**src/include/rftc_pkg.sv**
```systemverilog
package rftc_pkg;

  // Value word: fixed point, scale depends on the field (see formats)
  localparam int VW = 40;
  typedef logic signed [VW-1:0] rftc_val_t;

  // Host command codes after the text parser
  typedef enum logic [3:0] {
    CMD_FETCH_Q,
    CMD_AUTO_SET,
    CMD_CORR_STATE_SET,
    CMD_CORR_STATE_Q,
    CMD_CORR_PAR_SET,
    CMD_CORR_PAR_Q,
    CMD_CONV_STATE_SET,
    CMD_CONV_STATE_Q,
    CMD_CONV_PAR_SET,
    CMD_CONV_PAR_Q,
    CMD_SENSOR_SET,
    CMD_SENSOR_Q,
    CMD_ACAL_SET,
    CMD_ACAL_Q
  } rftc_cmd_e;

  // Display page currently shown
  typedef enum logic [2:0] {
    PAGE_RESULT,
    PAGE_COMPARE,
    PAGE_BIN,
    PAGE_STATS,
    PAGE_OTHER
  } rftc_page_e;

  // How the reply formatter renders one field
  typedef enum logic [2:0] {
    FMT_INTEGER_NUMBER_FORMAT,
    FMT_DECIMAL1,
    FMT_DECIMAL2,
    FMT_EXPONENT_NUMBER_FORMAT,
    FMT_CHAR,
    FMT_SENTINEL,
    FMT_SENSOR
  } rftc_fmt_e;

  typedef enum logic {
    SENS_PLATINUM_PROBE_INPUT,
    SENS_ANALOG
  } rftc_sens_e;

  typedef struct packed {
    rftc_cmd_e code;
    logic [7:0] arg_char;
    rftc_val_t p0;
    rftc_val_t p1;
    rftc_val_t p2;
    rftc_val_t p3;
  } rftc_cmd_s;

  typedef struct packed {
    rftc_fmt_e fmt;
    rftc_val_t val;
    logic last;
  } rftc_item_s;

  typedef struct packed {
    rftc_val_t primary;
    rftc_val_t secondary;
    rftc_val_t delta_t;
    logic primary_err;
    logic secondary_err;
    logic status_err;
  } rftc_meas_s;

  typedef struct packed {
    rftc_val_t v1;
    rftc_val_t t1;
    rftc_val_t v2;
    rftc_val_t t2;
  } rftc_acal_s;

  // On/off characters
  localparam logic [7:0] CHAR_ON  = 8'h31;
  localparam logic [7:0] CHAR_OFF = 8'h30;

  // System status codes
  localparam rftc_val_t STAT_NODATA = -40'sh1;
  localparam rftc_val_t STAT_OK     = 40'sh0;
  localparam rftc_val_t STAT_ERR    = 40'sh1;

  // Limits, tenths of a degree, ppm, milliohm, hundredths of a volt
  localparam rftc_val_t TEMP_MIN  = -40'sh64;
  localparam rftc_val_t TEMP_MAX  = 40'sh3E7;
  localparam rftc_val_t COEF_MAX  = 40'sh1869F;
  localparam rftc_val_t R0_MAX    = 40'sh199C82CC00;
  localparam rftc_val_t K_MAX     = 40'sh270F;
  localparam rftc_val_t VOLT_MAX  = 40'shC8;
  localparam rftc_val_t ACAL_TMIN = -40'sh3E7;
  localparam rftc_val_t ACAL_TMAX = 40'sh270F;

  // Reset values
  localparam logic      RST_ONOFF = 1'b0;
  localparam rftc_val_t RST_VAL   = 40'sh0;

  // Reply slots
  localparam int NSLOT = 4;

endpackage

```
**src/rftc_top.sv**
```systemverilog
`timescale 1ns/1ps
`default_nettype none
module rftc_top (
  input  wire logic                 clk_sys,
  input  wire logic                 resetn,
  input  wire logic                 cmd_valid,
  output logic                      cmd_ready,
  input  wire rftc_pkg::rftc_cmd_s  cmd,
  output logic                      cmd_error,
  input  wire logic                 meas_valid,
  input  wire rftc_pkg::rftc_meas_s meas,
  input  wire logic                 func_dual,
  input  wire rftc_pkg::rftc_page_e page,
  output logic                      rep_valid,
  input  wire logic                 rep_ready,
  output rftc_pkg::rftc_item_s      rep_item,
  output logic                      auto_on,
  output logic                      corr_on,
  output logic                      conv_on,
  output rftc_pkg::rftc_sens_e      sensor_sel,
  output logic                      acal_apply,
  output rftc_pkg::rftc_acal_s      acal_pts,
  output rftc_pkg::rftc_val_t       corr_ref_t,
  output rftc_pkg::rftc_val_t       corr_coef,
  output rftc_pkg::rftc_val_t       conv_r0,
  output rftc_pkg::rftc_val_t       conv_t0,
  output rftc_pkg::rftc_val_t       conv_k
);
  import rftc_pkg::*;

  typedef enum logic {ST_IDLE, ST_SEND} rftc_st_e;
  logic       rst_meta_q;
  logic       rst_n_q;
  rftc_st_e   st_q;
  rftc_item_s slot_q [NSLOT];
  rftc_item_s slot_d [NSLOT];
  logic [1:0] idx_q;
  logic       has_data_q;
  rftc_meas_s last_q;
  logic       pend_q;
  logic       param_ok;
  logic       take;
  logic       accept;
  logic       launch_push;
  logic       load;
  rftc_item_s fi [NSLOT];
  logic       fetch_page_ok;
  rftc_item_s ci [NSLOT];
  logic       cmd_has_rep;
  logic       item_done;
  rftc_val_t  stat_code;

  // Reset release through two flops
  always_ff @(posedge clk_sys or negedge resetn) begin
    if (!resetn) begin
      rst_meta_q <= 1'b0;
      rst_n_q    <= 1'b0;
    end else begin
      rst_meta_q <= 1'b1;
      rst_n_q    <= rst_meta_q;
    end
  end

  rftc_range_chk u_chk (
    .cmd      (cmd),
    .param_ok (param_ok)
  );

  // Commands only while idle with no push waiting, so pushes cannot starve
  assign cmd_ready   = rst_n_q && (st_q == ST_IDLE) && !pend_q;
  assign take        = cmd_valid && cmd_ready;
  assign accept      = take && param_ok;
  assign cmd_error   = take && !param_ok;
  assign launch_push = rst_n_q && (st_q == ST_IDLE) && pend_q;
  assign item_done   = rep_valid && rep_ready;

  // Latest result from the measurement engine
  always_ff @(posedge clk_sys or negedge rst_n_q) begin
    if (!rst_n_q) begin
      has_data_q <= 1'b0;
      last_q     <= '0;
    end else if (meas_valid) begin
      has_data_q <= 1'b1;
      last_q     <= meas;
    end
  end

  // Push request; a new result in the launch cycle re-arms it
  always_ff @(posedge clk_sys or negedge rst_n_q) begin
    if (!rst_n_q) begin
      pend_q <= 1'b0;
    end else if (meas_valid && auto_on) begin
      pend_q <= 1'b1;
    end else if (launch_push || !auto_on) begin
      pend_q <= 1'b0;
    end
  end

  // On/off states, the two temperature modes exclude each other
  always_ff @(posedge clk_sys or negedge rst_n_q) begin
    if (!rst_n_q) begin
      auto_on <= RST_ONOFF;
      corr_on <= RST_ONOFF;
      conv_on <= RST_ONOFF;
    end else if (accept) begin
      case (cmd.code)
        CMD_AUTO_SET:
          auto_on <= (cmd.arg_char == CHAR_ON);
        CMD_CORR_STATE_SET: begin
          corr_on <= (cmd.arg_char == CHAR_ON);
          if (cmd.arg_char == CHAR_ON) begin
            conv_on <= 1'b0;
          end
        end
        CMD_CONV_STATE_SET: begin
          conv_on <= (cmd.arg_char == CHAR_ON);
          if (cmd.arg_char == CHAR_ON) begin
            corr_on <= 1'b0;
          end
        end
        default: ;
      endcase
    end
  end

  // Numeric parameters, written only after the range check passed
  always_ff @(posedge clk_sys or negedge rst_n_q) begin
    if (!rst_n_q) begin
      corr_ref_t <= RST_VAL;
      corr_coef  <= RST_VAL;
      conv_r0    <= RST_VAL;
      conv_t0    <= RST_VAL;
      conv_k     <= RST_VAL;
      sensor_sel <= SENS_PLATINUM_PROBE_INPUT;
      acal_pts   <= '0;
    end else if (accept) begin
      case (cmd.code)
        CMD_CORR_PAR_SET: begin
          corr_ref_t <= cmd.p0;
          corr_coef  <= cmd.p1;
        end
        CMD_CONV_PAR_SET: begin
          conv_r0 <= cmd.p0;
          conv_t0 <= cmd.p1;
          conv_k  <= cmd.p2;
        end
        CMD_SENSOR_SET:
          sensor_sel <= cmd.p0[0] ? SENS_ANALOG
                                  : SENS_PLATINUM_PROBE_INPUT;
        CMD_ACAL_SET:
          acal_pts <= '{cmd.p0, cmd.p1, cmd.p2, cmd.p3};
        default: ;
      endcase
    end
  end

  // Calibration is gated by the sensor choice
  assign acal_apply = (sensor_sel == SENS_ANALOG);

  // Fetch reply from the latest result
  always_comb begin
    fi = '{default: '0};
    fetch_page_ok = (page <= PAGE_STATS); // Listed pages code first
    stat_code = !has_data_q       ? STAT_NODATA
              : last_q.status_err ? STAT_ERR : STAT_OK;
    fi[0].fmt = FMT_EXPONENT_NUMBER_FORMAT;
    if (!has_data_q || last_q.primary_err) begin
      fi[0].fmt = FMT_SENTINEL;
    end else if (conv_on && page == PAGE_RESULT) begin
      fi[0].val = last_q.delta_t;
    end else begin
      fi[0].val = last_q.primary;
    end
    if (func_dual) begin
      fi[1].fmt = (!has_data_q || last_q.secondary_err) ? FMT_SENTINEL
                  : FMT_EXPONENT_NUMBER_FORMAT;
      fi[1].val = last_q.secondary;
      fi[2].fmt = FMT_INTEGER_NUMBER_FORMAT;
      fi[2].val = stat_code;
      fi[2].last = 1'b1;
    end else begin
      fi[1].fmt = FMT_INTEGER_NUMBER_FORMAT;
      fi[1].val = stat_code;
      fi[1].last = 1'b1;
    end
  end

  // Query replies for the settings
  always_comb begin
    ci = '{default: '0};
    cmd_has_rep = 1'b1;
    case (cmd.code)
      CMD_FETCH_Q: begin
        ci = fi;
        cmd_has_rep = fetch_page_ok;
      end
      CMD_CORR_STATE_Q:
        ci[0] = '{FMT_CHAR, {32'h0, corr_on ? CHAR_ON : CHAR_OFF}, 1'b1};
      CMD_CONV_STATE_Q:
        ci[0] = '{FMT_CHAR, {32'h0, conv_on ? CHAR_ON : CHAR_OFF}, 1'b1};
      CMD_CORR_PAR_Q: begin
        ci[0] = '{FMT_DECIMAL1, corr_ref_t, 1'b0};
        ci[1] = '{FMT_INTEGER_NUMBER_FORMAT, corr_coef, 1'b1};
      end
      CMD_CONV_PAR_Q: begin
        ci[0] = '{FMT_EXPONENT_NUMBER_FORMAT, conv_r0, 1'b0};
        ci[1] = '{FMT_DECIMAL1, conv_t0, 1'b0};
        ci[2] = '{FMT_DECIMAL1, conv_k, 1'b1};
      end
      CMD_SENSOR_Q:
        ci[0] = '{FMT_SENSOR, {39'h0, sensor_sel}, 1'b1};
      CMD_ACAL_Q: begin
        ci[0] = '{FMT_DECIMAL2, acal_pts.v1, 1'b0};
        ci[1] = '{FMT_DECIMAL1, acal_pts.t1, 1'b0};
        ci[2] = '{FMT_DECIMAL2, acal_pts.v2, 1'b0};
        ci[3] = '{FMT_DECIMAL1, acal_pts.t2, 1'b1};
      end
      default:
        cmd_has_rep = 1'b0;
    endcase
  end

  // Slot source: an accepted query, else a push on a listed page
  assign load = (accept && cmd_has_rep) || (launch_push && fetch_page_ok);
  always_comb begin
    for (int i = 0; i < NSLOT; i++) begin
      slot_d[i] = take ? ci[i] : fi[i];
    end
  end

  // Reply slots held in flops, one per entry
  for (genvar g = 0; g < NSLOT; g++) begin : g_slot
    always_ff @(posedge clk_sys or negedge rst_n_q) begin
      if (!rst_n_q) begin
        slot_q[g] <= '0;
      end else if (load) begin
        slot_q[g] <= slot_d[g];
      end
    end
  end

  // Reply sequencer, one field per handshake
  always_ff @(posedge clk_sys or negedge rst_n_q) begin
    if (!rst_n_q) begin
      st_q  <= ST_IDLE;
      idx_q <= 2'h0;
    end else begin
      case (st_q)
        ST_IDLE: begin
          idx_q <= 2'h0;
          if (load) begin
            st_q <= ST_SEND;
          end
        end
        ST_SEND: begin
          if (item_done) begin
            idx_q <= idx_q + 2'h1;
            if (slot_q[idx_q].last) begin
              st_q <= ST_IDLE;
            end
          end
        end
        default: st_q <= ST_IDLE;
      endcase
    end
  end

  assign rep_valid = (st_q == ST_SEND);
  assign rep_item  = slot_q[idx_q];

  a_mode_excl: assert property (@(posedge clk_sys) disable iff (!rst_n_q)
    !(corr_on && conv_on)) else $error("both temperature modes on");

  a_corr_kills: assert property (@(posedge clk_sys) disable iff (!rst_n_q)
    (accept && cmd.code == CMD_CORR_STATE_SET && cmd.arg_char == CHAR_ON)
    |=> corr_on && !conv_on) else $error("correction on failed");

  a_reject_keep: assert property (@(posedge clk_sys) disable iff (!rst_n_q)
    cmd_error |=> $stable(corr_ref_t) && $stable(conv_r0) &&
    $stable(acal_pts) && $stable(sensor_sel))
    else $error("rejected value stored");

  a_page_silent: assert property (@(posedge clk_sys) disable iff (!rst_n_q)
    (accept && cmd.code == CMD_FETCH_Q && page == PAGE_OTHER)
    |=> !rep_valid) else $error("fetch answered on other page");

  a_single_len: assert property (@(posedge clk_sys) disable iff (!rst_n_q)
    (accept && cmd.code == CMD_FETCH_Q && fetch_page_ok && !func_dual)
    |=> rep_valid && !rep_item.last && slot_q[1].last)
    else $error("single fetch length wrong");

  a_dual_len: assert property (@(posedge clk_sys) disable iff (!rst_n_q)
    (accept && cmd.code == CMD_FETCH_Q && fetch_page_ok && func_dual)
    |=> !slot_q[1].last && slot_q[2].last
    && slot_q[2].fmt == FMT_INTEGER_NUMBER_FORMAT)
    else $error("dual fetch length wrong");

  a_sentinel_pri: assert property (@(posedge clk_sys) disable iff (!rst_n_q)
    (load && take && cmd.code == CMD_FETCH_Q && last_q.primary_err)
    |=> slot_q[0].fmt == FMT_SENTINEL) else $error("no sentinel");

  a_status_nodata: assert property (@(posedge clk_sys) disable iff (!rst_n_q)
    (load && take && cmd.code == CMD_FETCH_Q && !func_dual && !has_data_q)
    |=> slot_q[1].val == STAT_NODATA) else $error("no-data status");

  a_auto_push: assert property (@(posedge clk_sys) disable iff (!rst_n_q)
    (meas_valid && auto_on && page == PAGE_RESULT && st_q == ST_IDLE
     && !take) |-> ##[1:3] rep_valid) else $error("push missing");

  a_delta_sel: assert property (@(posedge clk_sys) disable iff (!rst_n_q)
    (load && take && cmd.code == CMD_FETCH_Q && conv_on &&
     page == PAGE_RESULT && has_data_q && !last_q.primary_err)
    |=> slot_q[0].val == $past(last_q.delta_t))
    else $error("increment not reported");

  a_cal_gate: assert property (@(posedge clk_sys) disable iff (!rst_n_q)
    (accept && cmd.code == CMD_SENSOR_SET) |=> acal_apply == $past(cmd.p0[0]))
    else $error("calibration gate wrong");

endmodule // rftc_top
`default_nettype wire

```
**src/rftc_range_chk.sv**
```systemverilog
`timescale 1ns/1ps
`default_nettype none
module rftc_range_chk (
  input  wire rftc_pkg::rftc_cmd_s cmd,
  output logic                     param_ok
);
  import rftc_pkg::*;

  function automatic logic inr(input rftc_val_t v, input rftc_val_t lo,
                               input rftc_val_t hi);
    inr = (v >= lo) && (v <= hi);
  endfunction

  function automatic logic onoff(input logic [7:0] c);
    onoff = (c == CHAR_ON) || (c == CHAR_OFF);
  endfunction

  // Range check per setting command; queries always pass
  always_comb begin
    case (cmd.code)
      CMD_AUTO_SET, CMD_CORR_STATE_SET, CMD_CONV_STATE_SET:
        param_ok = onoff(cmd.arg_char);
      CMD_CORR_PAR_SET:
        param_ok = inr(cmd.p0, TEMP_MIN, TEMP_MAX) &&
                   inr(cmd.p1, -COEF_MAX, COEF_MAX);
      CMD_CONV_PAR_SET:
        param_ok = inr(cmd.p0, RST_VAL, R0_MAX) &&
                   inr(cmd.p1, TEMP_MIN, TEMP_MAX) &&
                   inr(cmd.p2, -K_MAX, K_MAX);
      CMD_SENSOR_SET:
        param_ok = inr(cmd.p0, RST_VAL, 40'sh1);
      CMD_ACAL_SET:
        param_ok = inr(cmd.p0, RST_VAL, VOLT_MAX) &&
                   inr(cmd.p1, ACAL_TMIN, ACAL_TMAX) &&
                   inr(cmd.p2, RST_VAL, VOLT_MAX) &&
                   inr(cmd.p3, ACAL_TMIN, ACAL_TMAX);
      default:
        param_ok = 1'b1;
    endcase
  end

endmodule // rftc_range_chk
`default_nettype wire

```
**config.mk**
```make
export PLATFORM = sky130hd
export DESIGN_NAME = rftc_top
export DESIGN_NICKNAME = d
export VERILOG_FILES = /design/src/include/rftc_pkg.sv /design/src/rftc_top.sv /design/src/rftc_range_chk.sv
export SDC_FILE = /design/constraint.sdc
export NUM_CORES = 1
export LEC_CHECK = 0
export ABC_AREA = 1
export CAP_MARGIN = 20
export CORE_MARGIN = 5
export CORE_UTILIZATION = 40
export DETAILED_ROUTE_END_ITERATION = 10
export DONT_BUFFER_PORTS = 1
export GPL_TIMING_DRIVEN = 0
export HOLD_SLACK_MARGIN = 0.08
export PLACE_DENSITY = 0.6
export RECOVER_POWER = 100
export SYNTH_ARGS = -nofsm -noshare
export SYNTH_HDL_FRONTEND = slang
export SYNTH_HIERARCHICAL = 1
export SYNTH_SLANG_ARGS = --single-unit
```
**constraint.sdc**
```tcl
create_clock -name clk_sys -period 61.5 [get_ports clk_sys]
set_clock_uncertainty 0.15 [all_clocks]
set_input_delay 9.225 -clock clk_sys [delete_from_list [all_inputs] [get_ports clk_sys]]
set_output_delay 9.225 -clock clk_sys [all_outputs]
set_load 0.02 [all_outputs]
```
Word-level counts from Yosys, hierarchy flattened
Cells that the tools add are included.
- $add $sub $neg: 1
- order comparisons: 20
- equal/unequal tests: 18
- multiplexer cells: 36
- bitwise operators: 2
- reduce and logical (&&, ||, !) cells: 49
- operators with widths (kind ; count):
    44-bit case mux with 7 select lines ; 1
    44-bit two-way mux ; 6
    44-bit case mux with 4 select lines ; 1
    44-bit case mux with 3 select lines ; 1
    40-bit by 15-bit less-or-equal comparator with 1-bit output (second input constant) ; 3
    40-bit two-way mux ; 3
    44-bit binary-select mux with 2-bit select ; 1
    40-bit by 1-bit greater-or-equal comparator with 1-bit output (second input constant) ; 2
    40-bit by 11-bit greater-or-equal comparator with 1-bit output (second input constant) ; 2
    40-bit by 8-bit greater-or-equal comparator with 1-bit output (second input constant) ; 2
    40-bit by 11-bit less-or-equal comparator with 1-bit output (second input constant) ; 2
    40-bit by 9-bit less-or-equal comparator with 1-bit output (second input constant) ; 2
    43-bit two-way mux ; 1
    42-bit two-way mux ; 1
    41-bit two-way mux ; 1
    40-bit by 15-bit greater-or-equal comparator with 1-bit output (second input constant) ; 1
    40-bit by 18-bit greater-or-equal comparator with 1-bit output (second input constant) ; 1
    40-bit by 18-bit less-or-equal comparator with 1-bit output (second input constant) ; 1
    40-bit by 2-bit less-or-equal comparator with 1-bit output (second input constant) ; 1
    40-bit by 38-bit less-or-equal comparator with 1-bit output (second input constant) ; 1
    1-bit logical AND ; 27
    4-bit equality test (second input constant) ; 6
    4-bit by 3-bit equality test with 1-bit output (second input constant) ; 4
    8-bit by 6-bit equality test with 1-bit output (second input constant) ; 2
    24 further kinds ; 53
- bits in registers: 670
- input bits: 304
- output and inout port bits: 412
- logic and storage cells: 163

Longest topological paths before layout
Gate-level depths: netlist (run 1).
- depth in word-level cells: 11
- depth in mapped cells: 22
- depth with buffers taken out: 20

Modules after synthesis
Netlist (run 1), hierarchy kept.
- modules (own cells, without submodules) (module ; instances ; cells an instance ; area an instance (sq um) ; seq. area each (sq um)):
    rftc_top ; 1 ; 3887 ; 30395.4 ; 16666.0
    rftc_range_chk ; 1 ; 545 ; 2327.2 ; 0.0

Worst setup path before layout (run 1)
OpenSTA, ideal clock, no wires.
- kind: register to output
- from: register rst_n_q
- to: output port cmd_error
- arrival time: 16.405 ns
- required time: 52.125 ns
- slack: 35.720 ns
- cell stages (with the launch flop): 7
- buffers on the path: 2
- cells stage by stage: dfrtp_1 inv_1 nor2_1 nand3_2 clkbuf_1 clkbuf_1 nor2_1
- word-level cells in the longest chain between the ends: 4
- RTL lines (what ; line ; source):
    from (decl) ; rftc_top.sv:33 ; logic rst_n_q;
    from (signal assigned) ; rftc_top.sv:60 ; rst_n_q <= rst_meta_q;
    1-bit logical AND (2 in series) ; rftc_top.sv:70 ; assign cmd_ready = rst_n_q && (st_q == ST_IDLE) && !pend_q;
    1-bit logical AND ; rftc_top.sv:71 ; assign take = cmd_valid && cmd_ready;
    1-bit logical AND ; rftc_top.sv:73 ; assign cmd_error = take && !param_ok;
    to (decl) ; rftc_top.sv:9 ; output logic cmd_error,
No other way between the ends.

Final worst setup path (run 1)
- from: input port cmd_valid
- to: output port cmd_error
- word-level cells in the longest chain between the ends: 2
- RTL lines (what ; line ; source):
    from (decl) ; rftc_top.sv:6 ; input wire logic cmd_valid,
    1-bit logical AND ; rftc_top.sv:71 ;
    1-bit logical AND ; rftc_top.sv:73 ;
No other way between the ends.

==> reports/results.txt, run 1 <==
Via/cell ratio - 5.56
HP Start - rst_meta_q
WP data arrival - 11.34 ns
Design internal power - 0.911 mW
Max Cap Viol - 12
Max-slew headroom - -159%
Biggest area consumer among synthesized cells - dfrtp_1
Area Growth Syn to Fin - 12.5%
Post-synth cell types - 37
Port bufs - 0
1st-pass router iterations - 8
Final period utilization - 33.7%
Synth Cell Area - 0.0327 mm^2
Mapped Avg Cell Area - 7.38 um^2
Synth top area share - 50.9%
Clock tree buffer depth - 3
Ys flop type - dfrtp_1
Crit. Startpoint - cmd_valid
Worst-skew pair later-pin latency - 0.66 ns
Hold/Removal Path Class - reg2reg
Fin nets - 4831
CTS tree - done
Final WL - 151000 um
Layout cells sized above 1 - 4.29%
Period minus WS final - 20.71 ns
Least-Margin Pin Slew - 3.89 ns
FP Rows - 104
Most numerous cell in the Yosys netlist - nand2_1
Clock power frac - 33.9%
Die area - 0.0876 mm^2
Failing checks - max-capacitance violations, max-slew violations
Flops & latches, synth - 666
Die width - 296 um
Post-synthesis cell count - 4432
Number of enable flip-flop cells after synthesis - 0
Hold Violations, Final - 0
Via Count - 31500
Critical Path RT - 52.12 ns
GR Overflow Total - 0
Setup Fix Bufs, Post-CTS - 0
Remaining antenna violation count - 0
Critical path peak fanout - 10
Number of fill cells - 8379
Vias in the first global route - 30300
Synth top area cells - dfrtp_1, nand2_1, inv_1
All-Layer GR Usage - 33.3%
First-pass GRT wire length - 213000 um
Root Driver - clkbuf_16
Initial antenna violation count - 15
Total Power - 1.48 mW
DP HPWL - 120000 um
Fmax - 0.0483 GHz
1st-iter DRT viols - 3097
CTS sink count - 666
Num ports - 716
PwrDens - 40.2 mW/mm^2
Post-CTS sizing - 0
Slew Viols, Final - 678
GPL Wtd Cong - 0.963
Initial core utilization - 40.5%
CTS Buf Count - 78
Final setup vio count - 0
Die Span Y - 296 um
Net Sw Power - 0.569 mW
DR DRC count - 0
Clock transition at path regs - 0.06 ns
Startpoint types - input pin
Sequential share of the synthesized area - 50.9%
Std-Cell Core Area - 0.0808 mm^2
Type of the worst setup path - in2out
Yosys warns - 6
Hold-fix buffers, CTS - 0
Switching Fraction - 38.4%
FF-to-FF Start - rst_n_q
H-tree levels - 3
Routed wire length per instance - 26.7 um
Largest net degree at the start of global routing - 69
Critical Path Sink Type - output port
Syn nets - 4736
Reg power frac - 46.9%
Lkg Pwr - 18.2 nW
RSZ-0062 raised after global routing - false
Status - finished with violations
Most frequent cells after synthesis - nand2_1, dfrtp_1, inv_1
Worst VDD drop - 0.0232 mV
Final setup TNS - 0 ns
Comb pwr share - 19.2%
Post-synth ARST share - 100%
-- sequential cells by signal, indices dropped and copies added, names as in the netlist, 40 cells and up --
signal,flops
acal_pts,160
conv_k,40
conv_r0,40
conv_t0,40
corr_coef,40
corr_ref_t,40
last_q,123
slot_q,172
-- path summary, 6_finish.rpt --
kind                       slack [ns]            end  cells after the start
max in group asynchronous       51.41    last_q[110]                      3
min reg2reg                      0.20        rst_n_q                      0
min in group asynchronous        0.22  acal_pts[110]                      0
max reg2reg                     50.74     slot_q[97]                     12
min                              0.20        rst_n_q                      0
max                             40.79      cmd_error                      4
-- stage by stage --
stage                     cell area (um^2)  std cells  hold slack [ns]  setup slack, ns  utilization (%)
after global placement               34000       5492            0.185            28.39             42.1
after CTS                            37200       5649            0.101            40.81             46.0
after floorplan                      32700       4432            0.181            35.72                -
after global routing                 36800       5653            0.215            40.66             45.5
final                                36800       5662            0.200            40.79             45.5
after detailed placement             34400       5505           0.0975            40.81             42.5
-- cells by family after synthesis --
family          Yosys count  synth area share [%]
buf+inv                 710                  8.63
other cells               1                0.0115
flops                   666                  50.9
simple gates           2311                  28.5
compound gates          744                  11.9
-- power by group through the flow --
| stage | clock (mW) | sequential [mW] | combinational, mW |
|---|---|---|---|
| after floorplan | 0 | 0.659 | 0.187 |
| after global placement | 0 | 0.707 | 0.271 |
| after detailed placement | 0 | 0.699 | 0.287 |
| after CTS | 0.507 | 0.691 | 0.289 |
| after global routing | 0.525 | 0.702 | 0.313 |
| final | 0.502 | 0.694 | 0.284 |
-- placed cells by master, fill, tap and decap left out, types with 2 or more instances in the layout --
master,netlist,final
clkinvlp_4,0,3
nor3_1,74,74
nand3_1,290,290
clkinv_1,2,2
or2_2,3,3
nor2_2,9,8
buf_2,71,41
nor2_1,312,313
nand4_1,35,35
buf_1,26,20
inv_2,5,5
o211ai_1,4,4
a21oi_1,66,66
clkbuf_8,0,21
nand3b_1,2,2
o21ai_1,327,30
o221ai_1,42,42
inv_1,446,446
o21ai_0,298,596
clkbuf_1,143,220
nor4_1,4,4
clkinv_8,0,2
o22ai_1,4,4
nand2_1,1569,1570
nor3_2,2,2
bufinv_16,0,8
and2_1,3,3
diode_2,0,11
dfrtp_1,666,666
clkinv_4,0,2
clkinv_2,0,13
buf_6,2,2
clkbuf_16,0,80
-- metal layers --
metal,up-vias,routed length [um],GRT usage (%),part of all wire (%)
li1,14300,-,-,-
met2,1536,73300,57.0,48
met3,333,14900,9.76,9.8
met1,15300,55600,39.5,37
met5,-,41,0,0.027
met4,6,7610,13.8,5.0
-- worst max-delay path: stages --
cell      delay (ns)
nand3_2         0.33
clkbuf_1        0.73
clkbuf_1        0.70
nor2_1          0.34
-- area by class of cell --
| class | count | area (um^2) | share of cell area [%] |
|---|---|---|---|
| Sequential cell | 666 | 16700 | 45.3 |
| Multi-Input combinational cell | 3056 | 13200 | 35.9 |
| Clock buffer | 113 | 2340 | 6.35 |
| Inverter | 453 | 1700 | 4.62 |
| Tap cell | 1060 | 1330 | 3.60 |
| Buffer | 257 | 1030 | 2.80 |
| Clock inverter | 31 | 437 | 1.19 |
| Timing Repair Buffer | 15 | 60.1 | 0.163 |
| Antenna cell | 11 | 27.5 | 0.0748 |
Note: power is estimated with default switching activity, not from simulation.
==> run 2, diff against run 1 <==
clock period = 20.1 ns   (was 61.5 ns; I/O delays follow)
==> run 2 against run 1 <==
Compared with the run above: non-clock buffer count decreased by 3; sequential share of layout area increased by 0.13 points; utilization decreased by 0.13 points; largest cell class unchanged; first-iteration DRC count increased by 6.3%; clock power increased to 3.0 times the previous value; cell area decreased by 0.29%; combinational power increased to 3.0 times the previous value; worst setup slack got worse by 33 ns; register-to-register slack got worse by 42 ns; final cell count decreased by 0.18%; via count decreased by 0.16%; critical endpoint unchanged; the flow still finishes with violations (max-capacitance violations, max-slew violations); sequential power increased to 3.1 times the previous value.
==> reports/results.txt, run 2 (synthesis gave the netlist of run 1 again) <==
Final core occ - 45.4% (-0.13 points)
Die Span Y - 296 um (unchanged)
Commonest cells after routing, fill and taps aside - nand2_1, dfrtp_1, o21ai_0, inv_1, nor2_1
Std-Cell Core Area - 0.0808 mm^2 (unchanged)
Post-CTS sizing - 0 (unchanged)
Port bufs - 0 (unchanged)
Fin worst setup slack - 7.44 ns (-33.34 ns)
PwrDens - 122 mW/mm^2 (+200%)
Clock power frac - 33.4% (-0.5 points)
Layout cells sized above 1 - 4.21% (-0.080 points)
Largest net degree at the start of global routing - 68 (-1.4%)
Number of fill cells - 8403 (+0.29%)
DR DRC count - 0 (unchanged)
Via/cell ratio - 5.56 (about the same)
Startpoint types - flip-flop
Vias in the first global route - 30400 (+0.13%)
Critical Path RT - 16.94 ns (-35.18 ns)
Routed wire length per instance - 26.6 um (-0.36%)
FP Rows - 104 (unchanged)
Reg power frac - 47.3% (+0.4 points)
Switching Fraction - 38.5% (+0.059 points)
Least-Margin Pin Slew - 3.76 ns (-0.127 ns)
Worst-skew pair later-pin latency - 0.64 ns (-0.02 ns)
First-pass GRT wire length - 213000 um (-0.13%)
Area Growth Syn to Fin - 12.1%
Max-slew headroom - -151% (+8.5 points)
Critical path peak fanout - 66 (+56)
Status - finished with violations
Most common cell after layout, fill and taps aside - nand2_1
CP most frequent cell - clkbuf_1
WP data arrival - 9.49 ns (-1.85 ns)
Hold Violations, Final - 0 (unchanged)
Initial antenna violation count - 19 (+4)
Lkg Pwr - 18.2 nW (-0.28%)
Top reg by flops - slot_q
Multi-input logic area - 0.0132 mm^2 (about the same)
Critical Path Sink Type - output port
Fin nets - 4828 (-0.062%)
CTS sink count - 666 (unchanged)
Initial core utilization - 40.5% (unchanged)
Design internal power - 2.76 mW (+200%)
CTS tree - done
CTS Buf Count - 78 (unchanged)
CP delay by family, top - buffers and inverters
Comb pwr share - 19.3% (about the same)
Final WL - 151000 um (-0.54%)
Crit-path slowest cell - clkbuf_1
DP HPWL - 120000 um (-0.18%)
Max FFs per register - 172 (unchanged)
Worst VDD drop - 0.0760 mV (+230%)
1st-pass router iterations - 6 (-2)
Worst Path Buf+Inv - 5 (+3)
Final period utilization - 63.0%
Root Driver - clkbuf_16
Final setup vio count - 0 (unchanged)
1st-iter DRT viols - 3293 (+6.3%)
Die width - 296 um (unchanged)
Period minus WS final - 12.66 ns
All-Layer GR Usage - 33.2% (-0.14 points)
RSZ-0062 raised after global routing - false
Die area - 0.0876 mm^2 (unchanged)
Remaining antenna violation count - 0 (unchanged)
Max Cap Viol - 12 (unchanged)
Final setup TNS - 0 ns (unchanged)
Largest regs - slot_q: 172 flops, acal_pts: 160 flops, last_q: 123 flops
Clock transition at path regs - 0.05 ns (about the same)
Setup Fix Bufs, Post-CTS - 0 (unchanged)
Hold-fix buffers, CTS - 0 (unchanged)
Hold/Removal Path Class - reg2reg
H-tree levels - 3 (unchanged)
Total Power - 4.49 mW (+200%)
Max incr delay on CP - 2.57 ns (+1.84 ns)
Fmax - 0.0790 GHz
Post-place setup slack - 11.78 ns (-29.04 ns)
Type of the worst setup path - reg2out
Slew Viols, Final - 668 (-1.5%)
Clock tree buffer depth - 3 (unchanged)
Flip-flop and latch area - 0.0167 mm^2 (unchanged)
Crit-path cells - clkbuf_1 > clkbuf_1 > inv_1 > nor2_1 > nand3_1 > clkbuf_1 > clkbuf_1 > nor2_1
GPL Wtd Cong - 0.967 (+0.45%)
Num ports - 716 (unchanged)
Via Count - 31400 (-0.16%)
GR Overflow Total - 0 (unchanged)
Net Sw Power - 1.73 mW (+200%)
Failing checks - max-capacitance violations, max-slew violations
==> run 2: changes by cell type in the layout (fill, tap and decap cells not counted), sizes merged <==
| cell | delta |
|---|---|
| buf | +1 |
| clkbuf | -9 |
| diode | -2 |
==> run 2: power by group through the flow <==
| stage | sequential, mW | clock, mW | combinational, mW |
|---|---|---|---|
| finish | 2.12 | 1.50 | 0.866 |
| global route | 2.15 | 1.57 | 0.959 |
| CTS | 2.11 | 1.52 | 0.883 |
| detailed placement | 2.14 | 0 | 0.879 |
| global placement | 2.16 | 0 | 0.829 |
| floorplan | 2.02 | 0 | 0.571 |
==> run 2: metrics by stage <==
step / area (um^2) / std cells / hold slack [ns]
after CTS: 37000 / 5642 / 0.151
after detailed placement: 34400 / 5503 / 0.151
after floorplan: 32700 / 4432 / 0.181
after global placement: 34100 / 5492 / 0.185
after global routing: 36700 / 5647 / 0.214
final: 36700 / 5652 / 0.202
==> run 2: worst reg2reg max path, delay by kind of cell, from the launching register on <==
family                 cells  cell delay [ns]
buffers and inverters      4             9.69
DFF                        1             1.17
==> run 2: worst paths after layout <==
path | slack [ns] | from | endpoint | cells past startpoint
max in group asynchronous | 8.41 | rst_n_q | acal_pts[23] | 4
hold / removal | 0.20 | rst_meta_q | rst_n_q | 0
setup / recovery | 7.44 | rst_n_q | cmd_error | 8
min in group asynchronous | 0.37 | rst_n_q | conv_t0[38] | 0
setup reg to reg | 8.41 | rst_n_q | acal_pts[23] | 4
hold reg to reg | 0.20 | rst_meta_q | rst_n_q | 0
==> run 2: layout make-up <==
type                       count  area share, %
clock inverter                31           1.17
tap                         1060           3.61
sequential                   666           45.4
buffer                       257           2.82
antenna                        9         0.0614
inverter                     453           4.63
multi-input combinational   3056           36.0
timing repair buffer          12          0.123
clock buffer                 108           6.15
==> run 2: metal layers <==
| layer | wire, um | part of all wire [%] | track usage (%) | vias up |
|---|---|---|---|---|
| met2 | 71700 | 48 | 55.8 | 1578 |
| met3 | 16300 | 11 | 11.3 | 346 |
| met4 | 8430 | 5.6 | 14.3 | 22 |
| met1 | 53900 | 36 | 38.9 | 15200 |
| met5 | 137 | 0.091 | 0 | - |
| li1 | - | - | - | 14300 |
